## config.mk

```make
export PLATFORM = sky130hd
export DESIGN_NAME = cps_port_ctrl
export DESIGN_NICKNAME = d
export VERILOG_FILES = /design/src/design/cps_pkg.sv /design/src/design/cps_clk_div.sv /design/src/design/cps_port_ctrl.sv
export SDC_FILE = /design/constraint.sdc
export NUM_CORES = 1
export LEC_CHECK = 0
export ABC_AREA = 1
export BUFFER_PORTS_ARGS = -buffer_cell sky130_fd_sc_hd__buf_2
export CORE_ASPECT_RATIO = 0.75
export CORE_MARGIN = 10
export CORE_UTILIZATION = 55
export DETAILED_ROUTE_END_ITERATION = 10
export PLACE_DENSITY_LB_ADDON = 0.1
export SLEW_MARGIN = 15
export SYNTH_ARGS = -nofsm -noshare
export SYNTH_HDL_FRONTEND = slang
export SYNTH_HIERARCHICAL = 1
export SYNTH_SLANG_ARGS = --single-unit
export TNS_END_PERCENT = 50
```

## constraint.sdc

```tcl
create_clock -name ref_clk -period 2.67 [get_ports ref_clk]
set_input_delay 0.534 -clock ref_clk [delete_from_list [all_inputs] [get_ports ref_clk]]
set_output_delay 0.534 -clock ref_clk [all_outputs]
set_load 0.01 [all_outputs]
```

## src/design/cps_pkg.sv

```systemverilog
// Package with constants and carriers for the configuration port control block
package cps_pkg;
    // Register select values
    localparam logic SEL_COMMAND = 1'b0;
    localparam logic SEL_DATA = 1'b1;
    localparam logic [7:0] STATUS_OFFSET = 8'h01;
    // Command byte field positions
    localparam int CMD_CODE_LSB = 0;
    localparam int CMD_OUT_EN_BIT = 4;
    localparam int CMD_IN_EN_BIT = 5;
    localparam int CMD_OSC_DIS_BIT = 6;
    localparam int CMD_BOOT_EN_BIT = 7;
    // Command codes
    localparam logic [3:0] CODE_NOP = 4'h0;
    localparam logic [3:0] CODE_RESET_DEV = 4'h1;
    localparam logic [3:0] CODE_LOAD_CFG = 4'h2;
    localparam logic [3:0] CODE_RESERVED = 4'h7;
    // Status byte field positions
    localparam int ST_ID_ERR_BIT = 0;
    localparam int ST_ROW_ERR_BIT = 1;
    localparam int ST_BUSY_BIT = 2;
    localparam logic [7:0] STATUS_RESET = 8'h00;
    localparam logic [3:0] CTRL_RESET = 4'h0;
    // Internal oscillator divided by eight for the configuration clock
    localparam int OSC_DIV = 8;
    localparam logic [2:0] OSC_DIV_LAST = 3'h7;
    // Restart wait after oscillator re-enable, kept by the host
    localparam int OSC_RESTART_US = 100;
    localparam int REF_CLK_MHZ = 250;
    localparam int OSC_RESTART_CYC = OSC_RESTART_US * REF_CLK_MHZ;

    // Control bits latched from a command write
    typedef struct packed {
        logic bootEn;
        logic oscDis;
        logic inEn;
        logic outEn;
    } cps_ctrl_s;

    // Error and busy sources from the configuration engine
    typedef struct packed {
        logic idErr;
        logic rowErr;
        logic busy;
    } cps_event_s;
endpackage

```

## src/design/cps_clk_div.sv

```systemverilog
// Internal oscillator gate and divide-by-eight configuration clock enable
`timescale 1ns/1ps
module cps_clk_div
(
    input wire logic ref_clk, // Clock
    input wire logic nrst, // Synchronous reset, active low
    input wire logic clkEn, // Clock enable
    input wire logic oscRun, // Oscillator allowed to run
    input wire logic oscTick, // One ring oscillator period elapsed
    output logic cfgTick_r // Configuration clock enable pulse
);
    import cps_pkg::*;

    logic [2:0] divCnt_r;

    // Count oscillator ticks and pulse every eighth
    always_ff @(posedge ref_clk)
    begin
        if (!nrst)
        begin
            divCnt_r <= 3'h0;
            cfgTick_r <= 1'b0;
        end
        else if (clkEn)
        begin
            cfgTick_r <= 1'b0;
            if (oscRun && oscTick)
            begin
                divCnt_r <= divCnt_r + 3'h1;
                cfgTick_r <= (divCnt_r == OSC_DIV_LAST);
            end
        end
    end
endmodule

```

## src/design/cps_port_ctrl.sv

```systemverilog
// Processor port command and status logic of the configuration interface
`timescale 1ns/1ps
// How it works
// - Command codes 0111 and 1xxx are reserved and only latch the control bits.
// - User output pins are driven only while the outputs enable bit is set.
// - User input values pass inward only while the inputs enable bit is set.
// - Oscillator stops on its disable bit only with external clock chosen.
// - Status bit 0 flags an ID mismatch and bit 1 a row check mismatch.
// - Status bit 2 mirrors the busy output.
// - Status bits 7 to 3 are reserved and the host ignores them.
// - Register select high addresses data, low the command on writes and status on reads.
// - After an error flag, data writes are refused until reset or load.
// - During a load any data register read returns the status byte.
module cps_port_ctrl
(
    input wire logic ref_clk, // Clock
    input wire logic nrst, // Synchronous reset, active low
    input wire logic clkEn, // Clock enable, freezes all state when low
    input wire logic chipSelN, // Port chip select pin, active low
    input wire logic writeStbN, // Port write strobe pin, active low
    input wire logic readStbN, // Port read strobe pin, active low
    input wire logic registerSelect, // Register select pin
    input wire logic [7:0] dataIn, // Port data pins in
    output logic [7:0] dataOut_r, // Port data pins out
    output logic dataOe_r, // Port data output enable
    input wire logic extClkSel, // Clock source select bit 2 pin
    input wire logic oscTick, // Ring oscillator period tick
    input wire cps_pkg::cps_event_s engEvt, // Engine error and busy events
    input wire logic [7:0] engRdData, // Engine read data for data reads
    output logic busy_r, // Busy pin
    output logic [3:0] cmdCode_r, // Last defined command code
    output logic cmdStb_r, // Pulse on a defined command write other than NOP
    output logic [7:0] wrData_r, // Accepted data byte
    output logic wrStb_r, // Pulse on an accepted data write
    output logic rdStb_r, // Pulse on a data read for row or ID data
    output cps_pkg::cps_ctrl_s ctrl_r, // Latched control bits
    output logic oscRun_r, // Internal oscillator running
    output logic cfgTick_r, // Configuration clock enable
    input wire logic [15:0] userIn, // User input pins
    output logic [15:0] userInArr_r, // User inputs passed to the array
    input wire logic [15:0] userOutArr, // Array values for user outputs
    output logic [15:0] userOut_r, // User output pin values
    output logic [15:0] userOe_r // User output pin enables
);
    import cps_pkg::*;

    logic [2:0] csSync_r, wrSync_r, rdSync_r;
    logic [1:0] rsSync_r, extSync_r;
    logic [7:0] dinS1_r, dinS2_r;
    logic [15:0] uinS1_r, uinS2_r;
    logic wrFall, rdFall, loading_r, errLock_r, idErr_r, rowErr_r;
    logic [7:0] statusByte;
    logic [3:0] code;
    logic reservedCode;

    // Two-flop synchronisers; third stage only for edge detection
    always_ff @(posedge ref_clk)
    begin
        if (!nrst)
        begin
            csSync_r <= 3'h7;
            wrSync_r <= 3'h7;
            rdSync_r <= 3'h7;
            rsSync_r <= 2'h0;
            extSync_r <= 2'h0;
            dinS1_r <= 8'h00;
            dinS2_r <= 8'h00;
            uinS1_r <= 16'h0000;
            uinS2_r <= 16'h0000;
        end
        else if (clkEn)
        begin
            csSync_r <= {csSync_r[1:0], chipSelN};
            wrSync_r <= {wrSync_r[1:0], writeStbN};
            rdSync_r <= {rdSync_r[1:0], readStbN};
            rsSync_r <= {rsSync_r[0], registerSelect};
            extSync_r <= {extSync_r[0], extClkSel};
            dinS1_r <= dataIn;
            dinS2_r <= dinS1_r;
            uinS1_r <= userIn;
            uinS2_r <= uinS1_r;
        end
    end

    // Strobe falling edges with chip select low
    assign wrFall = wrSync_r[2] && !wrSync_r[1] && !csSync_r[1];
    assign rdFall = rdSync_r[2] && !rdSync_r[1] && !csSync_r[1];
    assign code = dinS2_r[CMD_CODE_LSB +: 4];
    assign reservedCode = code[3] || (code == CODE_RESERVED);

    // Status byte, reserved upper bits read as zero
    always_comb
    begin
        statusByte = STATUS_RESET;
        statusByte[ST_ID_ERR_BIT] = idErr_r;
        statusByte[ST_ROW_ERR_BIT] = rowErr_r;
        statusByte[ST_BUSY_BIT] = busy_r;
    end

    // Command write: code and control bits from one byte
    always_ff @(posedge ref_clk)
    begin
        if (!nrst)
        begin
            ctrl_r <= CTRL_RESET;
            cmdCode_r <= CODE_NOP;
            cmdStb_r <= 1'b0;
            loading_r <= 1'b0;
        end
        else if (clkEn)
        begin
            cmdStb_r <= 1'b0;
            if (wrFall && rsSync_r[1] == SEL_COMMAND)
            begin
                ctrl_r.bootEn <= dinS2_r[CMD_BOOT_EN_BIT];
                ctrl_r.oscDis <= dinS2_r[CMD_OSC_DIS_BIT];
                ctrl_r.inEn <= dinS2_r[CMD_IN_EN_BIT];
                ctrl_r.outEn <= dinS2_r[CMD_OUT_EN_BIT];
                if (!reservedCode)
                begin
                    cmdCode_r <= code;
                    cmdStb_r <= (code != CODE_NOP);
                    if (code == CODE_LOAD_CFG)
                        loading_r <= 1'b1;
                    else if (code != CODE_NOP)
                        loading_r <= 1'b0;
                end
            end
        end
    end

    // Sticky error flags; set wins over clear by a new load or reset
    always_ff @(posedge ref_clk)
    begin
        if (!nrst)
        begin
            idErr_r <= 1'b0;
            rowErr_r <= 1'b0;
            errLock_r <= 1'b0;
        end
        else if (clkEn)
        begin
            if (wrFall && rsSync_r[1] == SEL_COMMAND && !reservedCode
                && (code == CODE_LOAD_CFG || code == CODE_RESET_DEV))
            begin
                idErr_r <= engEvt.idErr;
                rowErr_r <= engEvt.rowErr;
                errLock_r <= engEvt.idErr || engEvt.rowErr;
            end
            else
            begin
                idErr_r <= idErr_r || engEvt.idErr;
                rowErr_r <= rowErr_r || engEvt.rowErr;
                errLock_r <= errLock_r || engEvt.idErr || engEvt.rowErr;
            end
        end
    end

    // Data writes are refused while locked or busy
    always_ff @(posedge ref_clk)
    begin
        if (!nrst)
        begin
            wrData_r <= 8'h00;
            wrStb_r <= 1'b0;
        end
        else if (clkEn)
        begin
            wrStb_r <= 1'b0;
            if (wrFall && rsSync_r[1] == SEL_DATA && !errLock_r
                && !busy_r)
            begin
                wrData_r <= dinS2_r;
                wrStb_r <= 1'b1;
            end
        end
    end

    // Data reads: status during a load, engine data otherwise
    always_ff @(posedge ref_clk)
    begin
        if (!nrst)
        begin
            dataOut_r <= 8'h00;
            dataOe_r <= 1'b0;
            rdStb_r <= 1'b0;
        end
        else if (clkEn)
        begin
            rdStb_r <= 1'b0;
            dataOe_r <= !rdSync_r[1] && !csSync_r[1];
            if (rdFall && rsSync_r[1] == SEL_DATA)
            begin
                if (loading_r)
                    dataOut_r <= statusByte;
                else
                begin
                    dataOut_r <= engRdData;
                    rdStb_r <= 1'b1;
                end
            end
            else if (rdFall)
                dataOut_r <= statusByte;
        end
    end

    // Busy pin follows the engine
    always_ff @(posedge ref_clk)
    begin
        if (!nrst)
            busy_r <= 1'b1;
        else if (clkEn)
            busy_r <= engEvt.busy;
    end

    // Oscillator may stop only with the external clock selected
    always_ff @(posedge ref_clk)
    begin
        if (!nrst)
            oscRun_r <= 1'b1;
        else if (clkEn)
            oscRun_r <= !(ctrl_r.oscDis && extSync_r[1]);
    end

    // User input and output gating per pin
    genvar i;
    generate
        for (i = 0; i < 16; i++)
        begin : g_user
            always_ff @(posedge ref_clk)
            begin
                if (!nrst)
                begin
                    userInArr_r[i] <= 1'b0;
                    userOut_r[i] <= 1'b0;
                    userOe_r[i] <= 1'b0;
                end
                else if (clkEn)
                begin
                    userInArr_r[i] <= ctrl_r.inEn && uinS2_r[i];
                    userOut_r[i] <= userOutArr[i];
                    userOe_r[i] <= ctrl_r.outEn;
                end
            end
        end
    endgenerate

    // Configuration clock from the divided oscillator
    cps_clk_div u_div
    (
        .ref_clk(ref_clk),
        .nrst(nrst),
        .clkEn(clkEn),
        .oscRun(oscRun_r),
        .oscTick(oscTick),
        .cfgTick_r(cfgTick_r)
    );
endmodule

```

==> flow_summary.toml, run 1 <==
[critical_path]
critPathMaxStageDelay_ns = 0.81
worst-path-buf-inv = 1
path_delay_family = "flip-flops"
path_cells = "buf_2"
path_max_fanout = 18
worst_path_max_delay_cell = "dfxtp_1"
endpoint_kind = "primary output"
required_ns = 2.14
cp-start-kind = "flip-flop"
critPathKind = "reg -> out"
worst_ep_arrival_time_ns = 1.49

[clocking]
root_buffer = "clkbuf_16"
post_cts_resized = 0
cts-buffers-inserted = 17
h-tree-depth = 4
clock_sinks = 131
post_cts_buffers = 0
cts_tree = "done"
clkSlewWorstSetupHoldPaths_ns = 0.05
clock_tree.buffer_depth = 2
clock_latency_ns = 0.42
hold_buffers = 0

[detailed_routing]
drc = 0
num_vias = 4450
drt-initial-drc-count = 354
antenna_left = 0
dr.pass1.iters = 5
routed_via_density = 5.17
avgRoutedWirePerCell_um = 14.7
wl_um = 12700

[synthesis]
yosysTopAreaCell = "dfxtp_1"
synth_area_sq_um = 4880
synth_cells = 627
synth-edff-count = 0
ys_ff_latch = 131
yosysWarningCount = 6
synth_cell_types = 23
synth.top_cell.area_share_pct = 53.7
synth_nets = 689
seq_area_frac_synth_pct = 53.7
synth_flop_cell = "dfxtp_1"
synth_area_per_cell_sq_um = 7.79
async_flop_share_pct = 0
synth_area_leaders = "dfxtp_1 54%, nor2_1 12%, o21ai_0 9.0%, nand2_1 6.0%, a21oi_1 4.9%"

[timing]
fmax_ghz = 0.495
final.min_clock_period_ns = 2.02
period_share_pct = 75.7
setup_tns_ns = 0
hold_viol = 0
rsz0062_at_grt = "false"
drv_slew = 0
relSlewSlack_pct = 48.2
worst_clock_skew_ns = 0.00539
finalSetupViolCount = 0
tightestPinTransition_ns = 0.778

[pwr]
seqPwrFrac_pct = 46.7
power-per-cell-area_nw_per_um2 = 745
swShare_pct = 23.2
power_frac_clock_pct = 45.8
p_sw_uw = 1040
power_frac_comb_pct = 7.4
ir_worst_vdd_uv = 456
intPower_uw = 3450
p_leak_uw = 0.00282

[floorplanning]
core_area_sq_um = 8560
io-pin-count = 139
initial_core_util_pct = 57.0
fp-row-count = 29
dieArea_sq_um = 13100
die_w_um = 129
die_y_um = 102

[layout]
multiInputGateArea_sq_um = 1870
final_cells = 861
nets = 800
areaGrowthSynthToFinish_pct = 23.3
fill_cells = 699
drive_gt1_share_pct = 24.6
ff_latch_area_sq_um = 2620

[grt]
grt_max_degree = 107
grt_pass1_vias = 4217
grt_pass1_wl_um = 20100
antenna_found_initial = 1
grt-ovfl-total = 0
grt.total_usage_pct = 19.0

[place]
place_congestion = 0.811
hpwl_um = 8420
dp.cells = 827
numPortBuffers = 138

[run_status]
outcome = "complete, no violations"

[job]
max-cap-violations = 0

[worst_hold_path]
hold_class = "in -> reg"
==> cell usage in the layout (no fill, tap or decap), types with 2 or more instances in the layout <==
cell,instances
nand3_1,23
nand4_1,4
clkbuf_8,4
buf_2,138
nand2_1,78
nor2_2,3
clkbuf_1,6
diode_2,2
nor2_4,2
inv_2,3
o21ai_0,88
a21oi_1,48
buf_4,6
inv_1,22
nor2_1,161
clkbuf_16,17
ha_1,2
nand3_2,3
clkinv_2,5
dfxtp_1,131
==> final timing paths <==
check	startpoint	endpoint	slack, ns	cells past startpoint
worst max-delay path	ctrl_r[1]	ctrl_r[1]	0.65	1
worst min-delay path	chipSelN	csSync_r[0]	0.33	3
worst max register to register	busy_r	wrData_r[4]	1.26	5
worst min register to register	cmdCode_r[3]	cmdCode_r[3]	0.43	2
==> logic make-up after synthesis <==
kind of cell | after synthesis | synth area share [%]
buffers and inverters | 79 | 7.94
and+or+nand+nor | 277 | 23.6
AOI/OAI and AO/OA | 138 | 14.3
adders and majority gates | 2 | 0.512
DFF | 131 | 53.7
==> power groups by stage <==
stage          clock network [uW]  registers [uW]  logic (uW)
2_1_floorplan                   0            2130         215
3_3_place_gp                    0            2130         322
3_5_place_dp                    0            2140         329
4_1_cts                      2080            2100         334
5_1_grt                      2180            2110         378
6_report                     2060            2100         333
==> final cells by class <==
type,instances,share of cell area [%]
Antenna cell,2,0.0831
Clock buffer,27,8.35
Clock inverter,5,0.416
Inverter,26,1.66
Multi-Input combinational cell,417,31.1
Sequential cell,131,43.6
Tap cell,108,2.24
Timing Repair Buffer,145,12.6
==> synth_stat cells, types with 3 or more instances <==
library cell  count
buf_4            19
inv_2             3
nor2_2            3
buf_2            14
clkbuf_1         18
nand4_1           4
nand3_1          23
a21oi_1          48
nor2_1          161
inv_1            22
dfxtp_1         131
o21ai_0          88
nand2_1          78
nand3_2           3
==> metrics by stage <==
step | setup slack (ns) | area [sq um] | hold slack, ns | total power [uW] | util [%]
final | 0.649 | 6020 | 0.333 | 4490 | 70.3
after global routing | 0.570 | 6020 | 0.341 | 4660 | 70.3
after CTS | 0.644 | 6020 | 0.329 | 4510 | 70.3
after detailed placement | 0.805 | 5490 | 0.426 | 2470 | 64.1
after global placement | 0.848 | 5490 | 0.422 | 2450 | 64.1
after floorplan | 1.31 | 4880 | 0.429 | 2350 | -
==> sequential cells by signal, summed over array words and instances (netlist names), 2 cells and up <==
signal and cells:
cmdCode_r 4, u_div/divCnt_r 3, userInArr_r 16, rdSync_r 3, csSync_r 2, extSync_r 2, dinS2_r 8, wrSync_r 3
dinS1_r 8, ctrl_r 4, wrData_r 8, userOut_r 16, rsSync_r 2, dataOut_r 8, uinS1_r 16, uinS2_r 16
==> metal layers <==
layer / GRT usage (%) / wire [um]
met2: 28.4 / 5610
met5: 0 / 0
met3: 8.98 / 1260
met4: 7.50 / 140
met1: 23.2 / 5660
No activity file was read; power rests on OpenSTA's default activity.
==> run 2: changes to the inputs <==
- CORE_UTILIZATION: 55 -> 46
- clock period: 2.67 -> 1.8 ns (I/O delays scaled with it)
==> flow_summary.toml, run 2 (synthesis results as in run 1) <==
[timing]
rsz0062_at_grt = "false"
final.min_clock_period_ns = 1.58
finalSetupViolCount = 0
drv_slew = 0
tightestPinTransition_ns = 0.456
period_share_pct = 88.0
hold_viol = 0
relSlewSlack_pct = 69.6
fmax_ghz = 0.631
setup_tns_ns = 0
worst_clock_skew_ns = 0.00813
fin_ws_ns = 0.216

[layout]
layout_common_cells = "161 x nor2_1, 137 x buf_2, 131 x dfxtp_1"
final_common_cell = "nor2_1"
utilization_pct = 60.0
diodes = 0
fill_cells = 985
drive_gt1_share_pct = 25.8
fin_area_sq_um = 6200
areaGrowthSynthToFinish_pct = 27.0
nets = 804

[grt]
grt_pass1_vias = 4105
grt_pass1_wl_um = 20400
antenna_found_initial = 1
grt_max_degree = 70
grt-ovfl-total = 0
grt.total_usage_pct = 16.3

[clocking]
hold_buffers = 0
clock_tree.buffer_depth = 2
h-tree-depth = 4
cts_tree = "done"
cts-buffers-inserted = 17
clkSlewWorstSetupHoldPaths_ns = 0.05
clock_latency_ns = 0.41
clock_sinks = 131
post_cts_buffers = 0
root_buffer = "clkbuf_16"
post_cts_resized = 0

[critical_path]
cp-start-kind = "flip-flop"
worst_ep_arrival_time_ns = 1.22
rrSetupSlack_ns = 0.43
worst-path-buf-inv = 1
critPathKind = "reg -> out"
rr_endpoint = "wrData_r[3]"
path_max_fanout = 11
cp.depth = 1
path_delay_family = "flip-flops"
worst_path_max_delay_cell = "dfxtp_1"
critPathMaxStageDelay_ns = 0.60
required_ns = 1.44
path_cells = "buf_2"
r2r_cells = 6
reg2reg_from = "busy_r"
endpoint_kind = "primary output"

[place]
placed_area_sq_um = 5570
place_congestion = 0.804
numPortBuffers = 138
hpwl_um = 8570
post-place-ws_ns = 0.308

[detailed_routing]
drt-initial-drc-count = 253
num_vias = 4268
wl_um = 12400
dr.pass1.iters = 4
drc = 0
antenna_left = 0
avgRoutedWirePerCell_um = 13.9
routed_via_density = 4.79

[floorplanning]
die_w_um = 139
core_area_sq_um = 10300
initial_core_util_pct = 47.3
io-pin-count = 139
fp-row-count = 32
die_y_um = 109
dieArea_sq_um = 15200

[pwr]
power-per-cell-area_nw_per_um2 = 1170
p_leak_uw = 0.00289
ir_worst_vdd_uv = 894

[run_status]
outcome = "complete, no violations"

[worst_hold_path]
min_from = "writeStbN"
hold-path-endpoint = "wrSync_r[0]"
min_path_cells = 3
hold_class = "in -> reg"

[job]
max-cap-violations = 0
## run 2: how the worst max path moves through the flow
stage              start           end  slack, ns
4_1_cts        ctrl_r[1]     ctrl_r[1]       0.19
3_3_place_gp       clkEn  dataOut_r[3]       0.37
6_report       ctrl_r[1]     ctrl_r[1]       0.22
3_5_place_dp       clkEn  dataOut_r[3]       0.31
5_1_grt        ctrl_r[1]     ctrl_r[1]       0.13
2_1_floorplan       nrst      dataOe_r       0.61
## run 2: cell type report
| cell class | count | area (sq um) | area share (%) |
|---|---|---|---|
| Sequential cell | 131 | 2620 | 42.3 |
| Multi-Input combinational cell | 417 | 1870 | 30.2 |
| Timing Repair Buffer | 149 | 801 | 12.9 |
| Clock buffer | 19 | 453 | 7.30 |
| Clock inverter | 13 | 181 | 2.93 |
| Tap cell | 136 | 170 | 2.74 |
| Inverter | 26 | 100 | 1.61 |
## run 2: stage by stage
step	total power [uW]	std cells	hold WS, ns
final	7230	891	0.171
after detailed placement	3660	859	0.429
after CTS	7320	891	0.157
after global placement	3650	859	0.422
after floorplan	3490	627	0.429
after global routing	7530	891	0.165
## run 2: metal layers
layer / GRT usage [%] / up-vias / part of all wire, % / wire, um
li1: - / 2244 / - / -
met1: 20.0 / 1907 / 46 / 5710
met2: 24.8 / 113 / 45 / 5600
met3: 7.17 / 4 / 8.3 / 1020
met4: 6.39 / 0 / 0.27 / 34
met5: 0 / - / 0 / 0
## run 2: worst min-delay path: stages
cell and delay, ns:
buf_2 0.07, nand2_1 0.04, nand3_1 0.07
## run 2: where the power goes
group          switching, uW  internal [uW]
logic                    303            193
clock network           1240           2390
registers               71.5           3030
total                   1620           5610
==> run 3: changes to the inputs <==
- ABC_AREA: 1 -> 0
- CORE_UTILIZATION: 46 -> 47
==> flow_summary.toml, run 3 <==
[run_status]
outcome = "complete, no violations"

[timing]
hold_viol = 0
period_share_pct = 90.2
final.min_clock_period_ns = 1.62
fin_ws_ns = 0.176
relSlewSlack_pct = 62.6
fmax_ghz = 0.616
tightestPinTransition_ns = 0.560
worst_clock_skew_ns = 0.00536
holdWs_ns = 0.171
finalSetupViolCount = 0
rsz0062_at_grt = "false"
setup_tns_ns = 0
drv_slew = 0

[detailed_routing]
antenna_left = 0
dr.pass1.iters = 5
num_vias = 3697
wl_um = 11700
avgRoutedWirePerCell_um = 15.5
drt-initial-drc-count = 144
routed_via_density = 4.90
drc = 0

[pwr]
p_leak_uw = 0.00298
power-per-cell-area_nw_per_um2 = 1040
ir_worst_vdd_uv = 662
design_power_total_uw = 6710

[synthesis]
synth_cell_types = 36
yosysTopAreaCell = "dfxtp_1"
seq_area_frac_synth_pct = 51.0
synth_cells = 486
yosysWarningCount = 6
synth.top_cell.area_share_pct = 51.0
async_flop_share_pct = 0
synth_area_per_cell_sq_um = 10.6
ys_ff_latch = 131
synth-edff-count = 0
synth_area_leaders = "dfxtp_1 51%, mux2i_1 18%, nor2b_1 11%, nand2_1 2.6%, buf_4 2.3%"
synth_flop_cell = "dfxtp_1"
yosysMostFrequentCell = "dfxtp_1"
synth_area_sq_um = 5140
synth_nets = 548
yosys-top-cells-count = "131 x dfxtp_1, 94 x mux2i_1, 94 x nor2b_1"

[place]
numPortBuffers = 138
hpwl_um = 8500
post-place-ws_ns = 0.101
place_congestion = 0.764

[layout]
areaGrowthSynthToFinish_pct = 24.9
utilization_pct = 61.2
drive_gt1_share_pct = 29.4
layout_common_cells = "136 x buf_2, 131 x dfxtp_1, 94 x nor2b_1, 94 x mux2i_1, 35 x nand2_1"
final_common_cell = "buf_2"
diodes = 0
nets = 668
fill_cells = 896

[critical_path]
critPathMaxStageDelay_ns = 0.53
path_cells = "nand4bb_4 -> or4b_1 -> buf_4 -> mux2i_1 -> nor2b_1"
path_max_fanout = 9
cp-start-kind = "flip-flop"
worst_path_max_delay_cell = "or4b_1"
worst-path-buf-inv = 1
critPathKind = "reg -> reg"
endpoint_kind = "flip-flop"
required_ns = 2.09
path_delay_family = "simple AND/OR/NAND/NOR gates"
worst_ep_arrival_time_ns = 1.92

[grt]
grt_pass1_vias = 3615
grt-ovfl-total = 0
grt_pass1_wl_um = 19200
grt_max_degree = 63
antenna_found_initial = 0
grt.total_usage_pct = 14.9

[clocking]
post_cts_buffers = 0
clock_sinks = 131
clock_latency_ns = 0.40
cts-buffers-inserted = 17
clock_tree.buffer_depth = 2
h-tree-depth = 4
root_buffer = "clkbuf_16"
clkSlewWorstSetupHoldPaths_ns = 0.05
hold_buffers = 0
post_cts_resized = 0
cts_tree = "done"

[floorplanning]
fp-row-count = 32
dieArea_sq_um = 15600
core_area_sq_um = 10500
io-pin-count = 139
die_w_um = 141
initial_core_util_pct = 49.0
die_y_um = 111

[worst_hold_path]
hold_class = "in -> reg"

[job]
max-cap-violations = 0
[run 3: cell families (layout without fill, tap and decap cells)]
family,count (synthesis),in the layout,share of synthesized area (%)
XOR/XNOR,1,1,0.170
multiplexers,94,94,18.3
buffers and inverters,51,184,5.23
adder cells (fa/ha/maj),2,2,0.487
AND/OR/NAND/NOR,160,160,18.1
flip-flops,131,131,51.0
AO/OA/AOI/OAI,47,47,6.72
[run 3: final timing paths]
check / startpoint / end / slack (ns) / cells after the start
hold / removal: writeStbN / wrSync_r[0] / 0.17 / 3
hold reg to reg: dataOut_r[6] / dataOut_r[6] / 0.46 / 2
setup reg to reg: csSync_r[1] / wrData_r[2] / 0.18 / 5
setup / recovery: csSync_r[1] / wrData_r[2] / 0.18 / 5
[run 3: per-layer routing]
layer	GRT usage, %	up-vias	routed length [um]
met2	21.9	93	5170
met3	5.98	18	941
met4	5.74	0	153
met5	0	-	0
li1	-	1882	-
met1	18.9	1704	5430
[run 3: worst min-delay path, delay by kind of cell]
family / cells / cell delay, ns
AND/OR/NAND/NOR: 1 / 0.06
multiplexers: 1 / 0.05
buffers and inverters: 1 / 0.07
[run 3: cell type report]
class	instances	area, sq um	area share (%)
well taps	136	170	2.65
clock inverters	5	75.1	1.17
flip-flops and latches	131	2620	40.8
clock buffers	27	483	7.52
inverters	1	3.75	0.0585
multi-input cells	304	2250	35.0
repair buffers	151	818	12.7
[run 3: power by group]
| group | switching, uW | internal, uW | total [uW] | leakage, uW |
|---|---|---|---|---|
| sequential | 57.7 | 3000 | 3060 | 0.00107 |
| combinational | 199 | 222 | 421 | 0.00164 |
| clock | 1130 | 2100 | 3230 | 0.000273 |
| total | 1390 | 5320 | 6710 | 0.00298 |
[run 3: stage by stage]
stage / area (sq um) / cells
2_1_floorplan: 5140 / 486
3_3_place_gp: 5860 / 723
3_5_place_dp: 5860 / 723
4_1_cts: 6420 / 755
5_1_grt: 6420 / 755
6_report: 6420 / 755
